<file path="config.mk">
export PLATFORM = sky130hd
export DESIGN_NAME = usbc_sie_ctl
export DESIGN_NICKNAME = d
export VERILOG_FILES = /design/src/include/usbc_pkg.sv /design/src/hw/usbc_sie_ctl.sv
export SDC_FILE = /design/constraint.sdc
export NUM_CORES = 1
export LEC_CHECK = 0
export ABC_AREA = 1
export BUFFER_PORTS_ARGS = -buffer_cell sky130_fd_sc_hd__buf_2
export CORE_ASPECT_RATIO = 0.5
export CORE_UTILIZATION = 34
export DETAILED_ROUTE_END_ITERATION = 10
export PLACE_DENSITY_LB_ADDON = 0.2
export SYNTH_ARGS = -nofsm -noshare
export SYNTH_HDL_FRONTEND = slang
export SYNTH_SLANG_ARGS = --single-unit
</file>
<file path="constraint.sdc">
create_clock -name clk_i -period 7.3 [get_ports clk_i]
set_clock_uncertainty 0.2 [all_clocks]
set_input_delay 0.365 -clock clk_i [delete_from_list [all_inputs] [get_ports clk_i]]
set_output_delay 0.365 -clock clk_i [all_outputs]
set_load 0.03 [all_outputs]
</file>
<file path="src/include/usbc_pkg.sv">
// Purpose: constants for the USB descriptor and mode control block
// Assumes: 16-bit register port, word indexed
// Notes: overview below lists the behaviour the block keeps
// Overview of operation
// - Unowned descriptor is ignored by the module
// - Toggle bit picks DATA1 or DATA0
// - Toggle check on drops mismatched data packets
// - Stall bit answers STALL, descriptor untouched
// - Any STALL sets endpoint stall indication
// - Byte count rewritten with bytes moved
// - All interrupts share one request output
// - Any error flag sets error summary
// - Flags set by hardware, write one clears
// - Device mode does status phase itself
// - IN token sends buffer, sets done
// - OUT token stores data, sets done
// - Host mode uses endpoint 0 only
// - Host enable unlocks host-only control bits
// - Frame start runs from 12000, enable stops
// - SE0 to J sets attach flag
// - J indicator low means low speed
// - Bus reset bit drives reset signaling
// - Update writes token or handshake code
package usbc_pkg;
  // Register word indices
  localparam logic [3:0] REG_IRQ_FLAGS = 4'h0;
  localparam logic [3:0] REG_IRQ_EN = 4'h1;
  localparam logic [3:0] REG_ERR_FLAGS = 4'h2;
  localparam logic [3:0] REG_ERR_EN = 4'h3;
  localparam logic [3:0] REG_MAIN_CTL = 4'h4;
  localparam logic [3:0] REG_OTG_CTL = 4'h5;
  localparam logic [3:0] REG_EP0_CTL = 4'h6;
  localparam logic [3:0] REG_EP1_CTL = 4'h7;
  localparam logic [3:0] REG_TARGET_ADDR = 4'h8;
  localparam logic [3:0] REG_POWER = 4'h9;
  localparam logic [3:0] REG_DESC_BASE = 4'ha;
  localparam logic [3:0] REG_FRAME_CNT = 4'he;
  localparam int DESC_NUM = 4;
  // Descriptor status word fields
  localparam int DS_OWN = 15;
  localparam int DS_TGL = 14;
  localparam int DS_PID_LSB = 10;
  localparam int DS_TCE = 11;
  localparam int DS_STALL = 10;
  localparam int DS_BC_MSB = 9;
  // Status flag positions
  localparam int IRQ_ERR = 1;
  localparam int IRQ_SOF = 2;
  localparam int IRQ_TRN = 3;
  localparam int IRQ_ATTACH = 6;
  localparam int IRQ_STALL = 7;
  // Error flag positions
  localparam int ERR_TOGGLE = 0;
  localparam int ERR_CRC = 1;
  // Main control fields
  localparam int MC_EN = 0;
  localparam int MC_PPRST = 1;
  localparam int MC_HOST = 3;
  localparam int MC_BUSRST = 4;
  localparam int MC_INDICATOR_A = 7;
  // Endpoint control and address fields
  localparam int EP_HSHK = 0;
  localparam int EP_STALLIND = 1;
  localparam int EP_LOW_SPEED_ENDPOINT_BIT = 7;
  localparam int ADDR_LOW_SPEED_ENDPOINT_BIT = 7;
  // Packet identifiers
  localparam logic [3:0] PID_OUT = 4'h1;
  localparam logic [3:0] PID_ACK = 4'h2;
  localparam logic [3:0] PID_NAK = 4'ha;
  localparam logic [3:0] PID_STALL = 4'he;
  // Reset values and frame timing
  localparam logic [7:0] RST_BYTE = 8'h00;
  localparam logic [15:0] RST_WORD = 16'h0000;
  localparam logic [13:0] FRAME_LOAD = 14'd12000;
endpackage

</file>
<file path="src/hw/usbc_sie_ctl.sv">
// Purpose: descriptor handling, flags and host/device mode control
// Assumes: one clock, link engine presents decoded tokens
// Notes: frame counter ticks once per clock
`timescale 1ns/1ps
module usbc_sie_ctl #(
  parameter logic [13:0] FRAME_LOAD = usbc_pkg::FRAME_LOAD
) (
  input wire logic clk_i,
  input wire logic sys_rst_i,
  input wire logic [3:0] reg_addr_i,
  input wire logic [15:0] reg_wdata_i,
  input wire logic reg_we_i,
  input wire logic reg_re_i,
  output logic [15:0] reg_rdata_o,
  input wire logic tok_valid_i,
  input wire logic [3:0] tok_pid_i,
  input wire logic tok_ep_i,
  input wire logic tok_in_i,
  input wire logic pkt_toggle_i,
  input wire logic [9:0] pkt_len_i,
  input wire logic pkt_err_i,
  input wire logic dp_i,
  input wire logic dm_i,
  output logic hs_valid_o,
  output logic [3:0] hs_pid_o,
  output logic tx_start_o,
  output logic [9:0] tx_len_o,
  output logic tx_toggle_o,
  output logic sof_o,
  output logic bus_rst_o,
  output logic dp_pu_o,
  output logic dm_pu_o,
  output logic dp_pd_o,
  output logic dm_pd_o,
  output logic irq_o
);
  import usbc_pkg::*;

  logic [7:0] irq_flags, irq_en, err_flags, err_en;
  logic [7:0] main_ctl, otg_ctl, addr_reg, pwr_reg;
  logic [7:0] ep_ctl [2];
  logic [15:0] desc [DESC_NUM];
  logic [13:0] frame_cnt;
  logic host_q, prev_se0;

  // Register select helper
  function automatic logic hit(input logic [3:0] a, input logic [3:0] r);
    return a == r;
  endfunction

  logic host, dev_act, tok_fire;
  logic [1:0] idx;
  logic [15:0] d;
  logic own, stall, tce, tgl, tgl_bad, zlp_status;
  logic [9:0] bc_in, moved;
  logic stall_hit, drop_hit, err_hit, done_hit, nak_hit;
  logic [7:0] irq_set, err_set, irq_clr, err_clr;
  logic attach_set, sof_fire;

  // Token decode against the selected descriptor; reserved bits 13:12 are never looked at
  always_comb begin
    host = main_ctl[MC_HOST];
    dev_act = main_ctl[MC_EN] & pwr_reg[0] & ~host;
    tok_fire = tok_valid_i & (dev_act | host);
    idx = {tok_ep_i & ~host, tok_in_i};
    d = desc[idx];
    own = d[DS_OWN];
    stall = d[DS_STALL] & ~host;
    tce = d[DS_TCE];
    tgl = d[DS_TGL];
    bc_in = d[DS_BC_MSB:0];
    tgl_bad = tce & ~tok_in_i & (pkt_toggle_i != tgl);
    moved = tok_in_i ? bc_in : ((pkt_len_i < bc_in) ? pkt_len_i : bc_in);
    zlp_status = ~tok_in_i & ~tok_ep_i & (pkt_len_i == 10'h000) & ep_ctl[0][EP_HSHK];
    nak_hit = tok_fire & ~host & ~own;
    stall_hit = tok_fire & own & stall;
    drop_hit = tok_fire & own & ~stall & tgl_bad;
    err_hit = tok_fire & own & ~stall & ~tgl_bad & pkt_err_i;
    done_hit = tok_fire & own & ~stall & ~tgl_bad & ~pkt_err_i;
  end

  // Flag set and write-one-clear terms
  always_comb begin
    err_set = 8'h00;
    err_set[ERR_TOGGLE] = drop_hit;
    err_set[ERR_CRC] = err_hit;
    irq_set = 8'h00;
    irq_set[IRQ_ERR] = |err_set;
    irq_set[IRQ_SOF] = sof_fire;
    irq_set[IRQ_TRN] = done_hit;
    irq_set[IRQ_ATTACH] = attach_set;
    irq_set[IRQ_STALL] = stall_hit;
    irq_clr = (reg_we_i && hit(reg_addr_i, REG_IRQ_FLAGS)) ? reg_wdata_i[7:0] : 8'h00;
    err_clr = (reg_we_i && hit(reg_addr_i, REG_ERR_FLAGS)) ? reg_wdata_i[7:0] : 8'h00;
  end

  // Sticky flags, set wins over clear
  always_ff @(posedge clk_i) begin
    if (sys_rst_i) begin
      irq_flags <= RST_BYTE;
      err_flags <= RST_BYTE;
    end else begin
      irq_flags <= (irq_flags & ~irq_clr) | irq_set;
      err_flags <= (err_flags & ~err_clr) | err_set;
    end
  end

  // Control registers; host-only bits need host mode
  always_ff @(posedge clk_i) begin
    if (sys_rst_i) begin
      irq_en <= RST_BYTE;
      err_en <= RST_BYTE;
      main_ctl <= RST_BYTE;
      otg_ctl <= RST_BYTE;
      addr_reg <= RST_BYTE;
      pwr_reg <= RST_BYTE;
      ep_ctl[0] <= RST_BYTE;
      ep_ctl[1] <= RST_BYTE;
    end else begin
      if (reg_we_i && hit(reg_addr_i, REG_IRQ_EN)) irq_en <= reg_wdata_i[7:0];
      if (reg_we_i && hit(reg_addr_i, REG_ERR_EN)) err_en <= reg_wdata_i[7:0];
      if (reg_we_i && hit(reg_addr_i, REG_OTG_CTL)) otg_ctl <= reg_wdata_i[7:0];
      if (reg_we_i && hit(reg_addr_i, REG_POWER)) pwr_reg <= {7'h00, reg_wdata_i[0]};
      if (reg_we_i && hit(reg_addr_i, REG_MAIN_CTL)) begin
        main_ctl <= {1'b0, reg_wdata_i[6:5], reg_wdata_i[MC_BUSRST] & host,
                     reg_wdata_i[3:0]};
      end else if (host && !host_q) begin
        main_ctl[MC_EN] <= 1'b1;
      end
      if (reg_we_i && hit(reg_addr_i, REG_TARGET_ADDR)) begin
        addr_reg <= {reg_wdata_i[ADDR_LOW_SPEED_ENDPOINT_BIT] & host, reg_wdata_i[6:0]};
      end
      for (int e = 0; e < 2; e++) begin
        if (reg_we_i && hit(reg_addr_i, REG_EP0_CTL + 4'(e))) begin
          ep_ctl[e] <= {reg_wdata_i[EP_LOW_SPEED_ENDPOINT_BIT] & host, reg_wdata_i[6:0]};
        end
        // Hardware stall indication wins over a software write
        if (stall_hit && idx[1] == e[0]) begin
          ep_ctl[e][EP_STALLIND] <= 1'b1;
        end
      end
    end
  end

  // Descriptor words; the module's update beats a software write
  always_ff @(posedge clk_i) begin
    if (sys_rst_i) begin
      for (int i = 0; i < DESC_NUM; i++) desc[i] <= RST_WORD;
    end else begin
      for (int i = 0; i < DESC_NUM; i++) begin
        if (done_hit && idx == i[1:0]) begin
          desc[i] <= {1'b0, tgl, tok_pid_i, host ? pkt_len_i : moved};
        end else if (reg_we_i && hit(reg_addr_i, REG_DESC_BASE + 4'(i))) begin
          desc[i] <= reg_wdata_i;
        end
      end
    end
  end

  // Device answers: handshake and transmit start
  always_ff @(posedge clk_i) begin
    if (sys_rst_i) begin
      hs_valid_o <= 1'b0;
      hs_pid_o <= 4'h0;
      tx_start_o <= 1'b0;
      tx_len_o <= 10'h000;
      tx_toggle_o <= 1'b0;
    end else begin
      hs_valid_o <= 1'b0;
      tx_start_o <= 1'b0;
      if (stall_hit) begin
        hs_valid_o <= 1'b1;
        hs_pid_o <= PID_STALL;
      end else if (nak_hit && !tok_in_i) begin
        hs_valid_o <= 1'b1;
        hs_pid_o <= zlp_status ? PID_ACK : PID_NAK;
      end else if (nak_hit) begin
        hs_valid_o <= 1'b1;
        hs_pid_o <= PID_NAK;
      end else if (done_hit && !host && !tok_in_i) begin
        hs_valid_o <= 1'b1;
        hs_pid_o <= PID_ACK;
      end else if (done_hit && !host) begin
        tx_start_o <= 1'b1;
        tx_len_o <= bc_in;
        tx_toggle_o <= tgl;
      end
    end
  end

  // Attach detect: SE0 followed by a driven line
  always_comb begin
    attach_set = host & prev_se0 & (dp_i | dm_i);
    sof_fire = host & main_ctl[MC_EN] & (frame_cnt == 14'd1);
  end

  // Frame counter and line state history
  always_ff @(posedge clk_i) begin
    if (sys_rst_i) begin
      frame_cnt <= FRAME_LOAD;
      host_q <= 1'b0;
      prev_se0 <= 1'b0;
      sof_o <= 1'b0;
    end else begin
      host_q <= host;
      prev_se0 <= ~dp_i & ~dm_i;
      sof_o <= sof_fire;
      if (!host || !main_ctl[MC_EN] || sof_fire) frame_cnt <= FRAME_LOAD;
      else frame_cnt <= frame_cnt - 14'd1;
    end
  end

  // Pin controls and the shared interrupt request
  always_ff @(posedge clk_i) begin
    if (sys_rst_i) begin
      bus_rst_o <= 1'b0;
      dp_pu_o <= 1'b0;
      dm_pu_o <= 1'b0;
      dp_pd_o <= 1'b0;
      dm_pd_o <= 1'b0;
      irq_o <= 1'b0;
    end else begin
      bus_rst_o <= host & main_ctl[MC_BUSRST];
      dp_pu_o <= otg_ctl[7];
      dm_pu_o <= otg_ctl[6];
      dp_pd_o <= otg_ctl[5];
      dm_pd_o <= otg_ctl[4];
      irq_o <= |(irq_flags & irq_en);
    end
  end

  // Read port, data valid in the cycle after the strobe
  always_ff @(posedge clk_i) begin
    if (sys_rst_i) begin
      reg_rdata_o <= RST_WORD;
    end else if (!reg_re_i) begin
      reg_rdata_o <= RST_WORD;
    end else begin
      case (reg_addr_i)
        REG_IRQ_FLAGS: reg_rdata_o <= {8'h00, irq_flags};
        REG_IRQ_EN: reg_rdata_o <= {8'h00, irq_en};
        REG_ERR_FLAGS: reg_rdata_o <= {8'h00, err_flags};
        REG_ERR_EN: reg_rdata_o <= {8'h00, err_en};
        REG_MAIN_CTL: reg_rdata_o <= {8'h00, dp_i & ~dm_i, main_ctl[6:0]};
        REG_OTG_CTL: reg_rdata_o <= {8'h00, otg_ctl};
        REG_EP0_CTL: reg_rdata_o <= {8'h00, ep_ctl[0]};
        REG_EP1_CTL: reg_rdata_o <= {8'h00, ep_ctl[1]};
        REG_TARGET_ADDR: reg_rdata_o <= {8'h00, addr_reg};
        REG_POWER: reg_rdata_o <= {8'h00, pwr_reg};
        REG_FRAME_CNT: reg_rdata_o <= {2'h0, frame_cnt};
        default: begin
          if (reg_addr_i <= REG_DESC_BASE + 4'h3) reg_rdata_o <= desc[reg_addr_i[1:0] - 2'h2];
          else reg_rdata_o <= RST_WORD;
        end
      endcase
    end
  end
endmodule // usbc_sie_ctl

</file>
==> impl_metrics.yaml <==
synth:
  synth.avg_cell_area_sq_um: 7.91
  synth_seq_cells: 191
  syn_area_sq_um: 9520
  ys_seq_area_share_pct: 48.5
  synthArstFlopShare_pct: 0
  postSynthCellCount: 1203
  yosys_warnings: 0
  yosysUniqueCellTypes: 46
  synth.largest_area_cell: "edfxtp_1"
  synth_nets: 1259
  ys_top_cells_by_area: "edfxtp_1 25%, dfxtp_1 24%, nand2_1 9.0%, inv_1 7.6%, o21ai_0 5.6%"
  synth_top_area_share_pct: 24.9
  yosys_most_used_dff: "dfxtp_1"
  synth_edf_count: 79
final_layout:
  multi_input_area_sq_um: 3900
  top_register: "desc"
  num-fill-cells: 2785
  drive_gt1_share_pct: 11.7
  fin_nets: 1329
  area_growth_pct: 14.0
  largest_register_ffs: 64
  register_area_sq_um: 4610
  antenna_cells: 0
  largestRegisters: "desc (64), ep_ctl (16), reg_rdata_o (16)"
  utilization_pct: 40.2
  final_cell_area_sq_um: 10800
setup_path:
  crit_arrival_ns: 5.27
  cp.required_ns: 7.32
  path_buf_inv: 4
  path_class: "flip-flop to flip-flop"
  crit_fanout: 29
  crit_path_end_kind: "flip-flop"
  max_stage_delay_ns: 0.81
  r2r_slack_ns: 2.04
  crit_path_start_kind: "flip-flop"
  crit_slowest_cell: "nand2_1"
  worstPathCellList: "inv_2 -> nand2_4 -> nor2_2 -> inv_1 -> o21ai_0 -> inv_1 -> o221ai_1 -> inv_1 -> ha_1 -> nand2_1 -> nor2_1 -> a2111oi_0 -> nand2_1 -> nand2_1 -> nand2_1 -> nand3_1 -> nand2_1"
  crit_top_cell: "nand2_1"
  crit_family: "simple AND/OR/NAND/NOR gates"
placement:
  gp_congestion: 0.888
  pre_cts_ws_ns: 2.18
  dp_hpwl_um: 23600
  port-buffer-count: 83
  placed_cell_area_sq_um: 10200
timing:
  final_max_slew_viol_count: 0
  worst_pin_slew_ns: 1.21
  fin_setup_tns_ns: 0
  hold_ws_ns: 0.0243
  rsz0062_at_grt: "no"
  period_minus_slack_ns: 5.26
  finalHoldViolations: 0
  fin_ws_ns: 2.04
  fmaxAchievable_ghz: 0.190
  fin_crit_sh_pct: 72.0
  slew_headroom_pct: 18.8
  finalSetupViolCount: 0
clock_tree:
  clockBufferDepth: 2
  cts_tree: "built"
  cts_max_level: 4
  clk_pin_slew_ns: 0.08
  numClockSinks: 191
  cts-resized-gates: 0
  clk-insertion-delay-late_ns: 0.46
  cts_buffers: 17
  clock_tree.root_cell: "clkbuf_16"
global_routing:
  grt_usage_pct: 23.6
  grt_max_degree: 62
  grt_pass1_vias: 8164
  grt_pass1_wl_um: 49600
  antenna_found_initial: 0
  overflow: 0
power:
  p_leak_uw: 0.00485
  ir_drop_mv: 0.177
  powerDensity_nw_per_um2: 215
detailed_routing:
  drt-pass1-iter-count: 6
  viasPerCell: 5.32
  vias: 8825
  post_drt_wl_per_cell_um: 20.1
  antenna_left: 0
  detail_route.iter0.violations: 1392
  totalWireLength_um: 33400
  remaining_drc_errors: 0
die:
  die_w_um: 239
  boundaryPins: 85
  die_area_sq_um: 28700
  initial_core_util_pct: 35.3
  rows: 42
  fp.dieH_um: 120
  design.core.area_sq_um: 27000
outcome:
  outcome: "finished, final reports clean"
flow_run:
  drv_cap: 0
worst_hold_path:
  hp-class: "input pin to flip-flop"
## worst reg2reg max path, stage by stage, from the launching register on
cell       delay (ns)
dfxtp_1          0.40
inv_2            0.47
nand2_4          0.19
nor2_2           0.53
inv_1            0.19
o21ai_0          0.19
inv_1            0.06
o221ai_1         0.15
inv_1            0.12
ha_1             0.31
nand2_1          0.10
nor2_1           0.05
a2111oi_0        0.31
nand2_1          0.55
nand2_1          0.81
nand2_1          0.19
nand3_1          0.12
nand2_1          0.06
## metal layers
metal,vias up,routed length (um),GRT usage [%]
li1,4186,-,-
met1,4156,15200,33.1
met2,430,14700,36.2
met3,53,3020,5.34
met4,0,499,7.25
met5,-,0,0
## cell families (layout without fill, tap and decap cells)
family / Yosys count / after routing / synth area share, %
adder cells (fa/ha/maj): 11 / 11 / 1.45
buffers and inverters: 247 / 330 / 10.6
XOR/XNOR: 4 / 4 / 0.368
AO/OA/AOI/OAI: 280 / 280 / 17.6
AND/OR/NAND/NOR: 469 / 469 / 21.5
other: 1 / 1 / 0.0394
flip-flops: 191 / 191 / 48.5
## metrics by stage
step / instances / power (uW)
finish: 1660 / 2330
global route: 1660 / 2400
CTS: 1660 / 2330
detailed placement: 1620 / 1400
global placement: 1620 / 1400
floorplan: 1203 / 1310
## cells in the mapped netlist (2+ instances only)
cell,n
a211oi_1,3
a21oi_1,65
a221oi_1,31
a22o_1,5
a22oi_1,12
a31oi_1,4
buf_2,9
buf_4,5
buf_6,6
clkbuf_1,26
clkinv_1,3
dfxtp_1,112
edfxtp_1,79
ha_1,11
inv_1,192
inv_2,5
nand2_1,228
nand2_2,3
nand2_4,3
nand3_1,101
nand3_2,5
nand3b_1,2
nand4_1,5
nor2_1,101
nor2_2,5
nor2_4,2
nor3_1,7
nor4_1,2
o211ai_1,7
o21ai_0,106
o21ai_1,11
o221ai_1,9
o22ai_1,22
or2_2,2
xnor2_1,2
xor2_1,2
## path summary, 6_finish.rpt
| kind | cells past startpoint | start | end |
|---|---|---|---|
| setup / recovery | 17 | main_ctl[3]$_SDFFE_PP0P_ | desc[3][9]$_DFFE_PP_ |
| hold reg to reg | 2 | addr_reg[0]$_SDFFE_PP0P_ | addr_reg[0]$_SDFFE_PP0P_ |
| hold / removal | 3 | tok_pid_i[0] | desc[3][10]$_DFFE_PP_ |
| setup reg to reg | 17 | main_ctl[3]$_SDFFE_PP0P_ | desc[3][9]$_DFFE_PP_ |
## cell type report
type	count	area share [%]
Multi-Input combinational cell	765	35.9
Inverter	201	6.98
Clock buffer	17	3.92
Timing Repair Buffer	97	4.98
Sequential cell	191	42.5
Tap cell	374	4.31
Clock inverter	15	1.33
## where the power goes
part	total [uW]	internal [uW]	switching [uW]
Clock	941	456	485
Sequential	1150	1140	12.2
Combinational	240	60.9	179
## what timing repair did
| item | CTS | global route |
|---|---|---|
| hold endpoints to repair | 8 | 0 |
| buffers inserted | 0 | 0 |
| hold buffers | 8 | 0 |
## placed cells by master (no fill, tap or decap), types with 4 or more instances in the layout
| cell type | Yosys | routed |
|---|---|---|
| o211ai_1 | 7 | 7 |
| dlygate4sd3_1 | 0 | 8 |
| a31oi_1 | 4 | 4 |
| dfxtp_1 | 112 | 112 |
| edfxtp_1 | 79 | 79 |
| buf_2 | 9 | 83 |
| a22oi_1 | 12 | 12 |
| o21ai_1 | 11 | 11 |
| o221ai_1 | 9 | 9 |
| nand3_2 | 5 | 5 |
| nand3_1 | 101 | 101 |
| a21oi_1 | 65 | 65 |
| nor2_2 | 5 | 5 |
| nand4_1 | 5 | 5 |
| nand2_1 | 228 | 228 |
| a221oi_1 | 31 | 31 |
| a22o_1 | 5 | 5 |
| clkbuf_16 | 0 | 17 |
| o22ai_1 | 22 | 22 |
| inv_8 | 0 | 7 |
| nor3_1 | 7 | 7 |
| nor2_1 | 101 | 101 |
| o21ai_0 | 106 | 106 |
| ha_1 | 11 | 11 |
| buf_4 | 5 | 6 |
| inv_1 | 192 | 192 |
| inv_2 | 5 | 5 |
(Power assumes the default switching activity.)
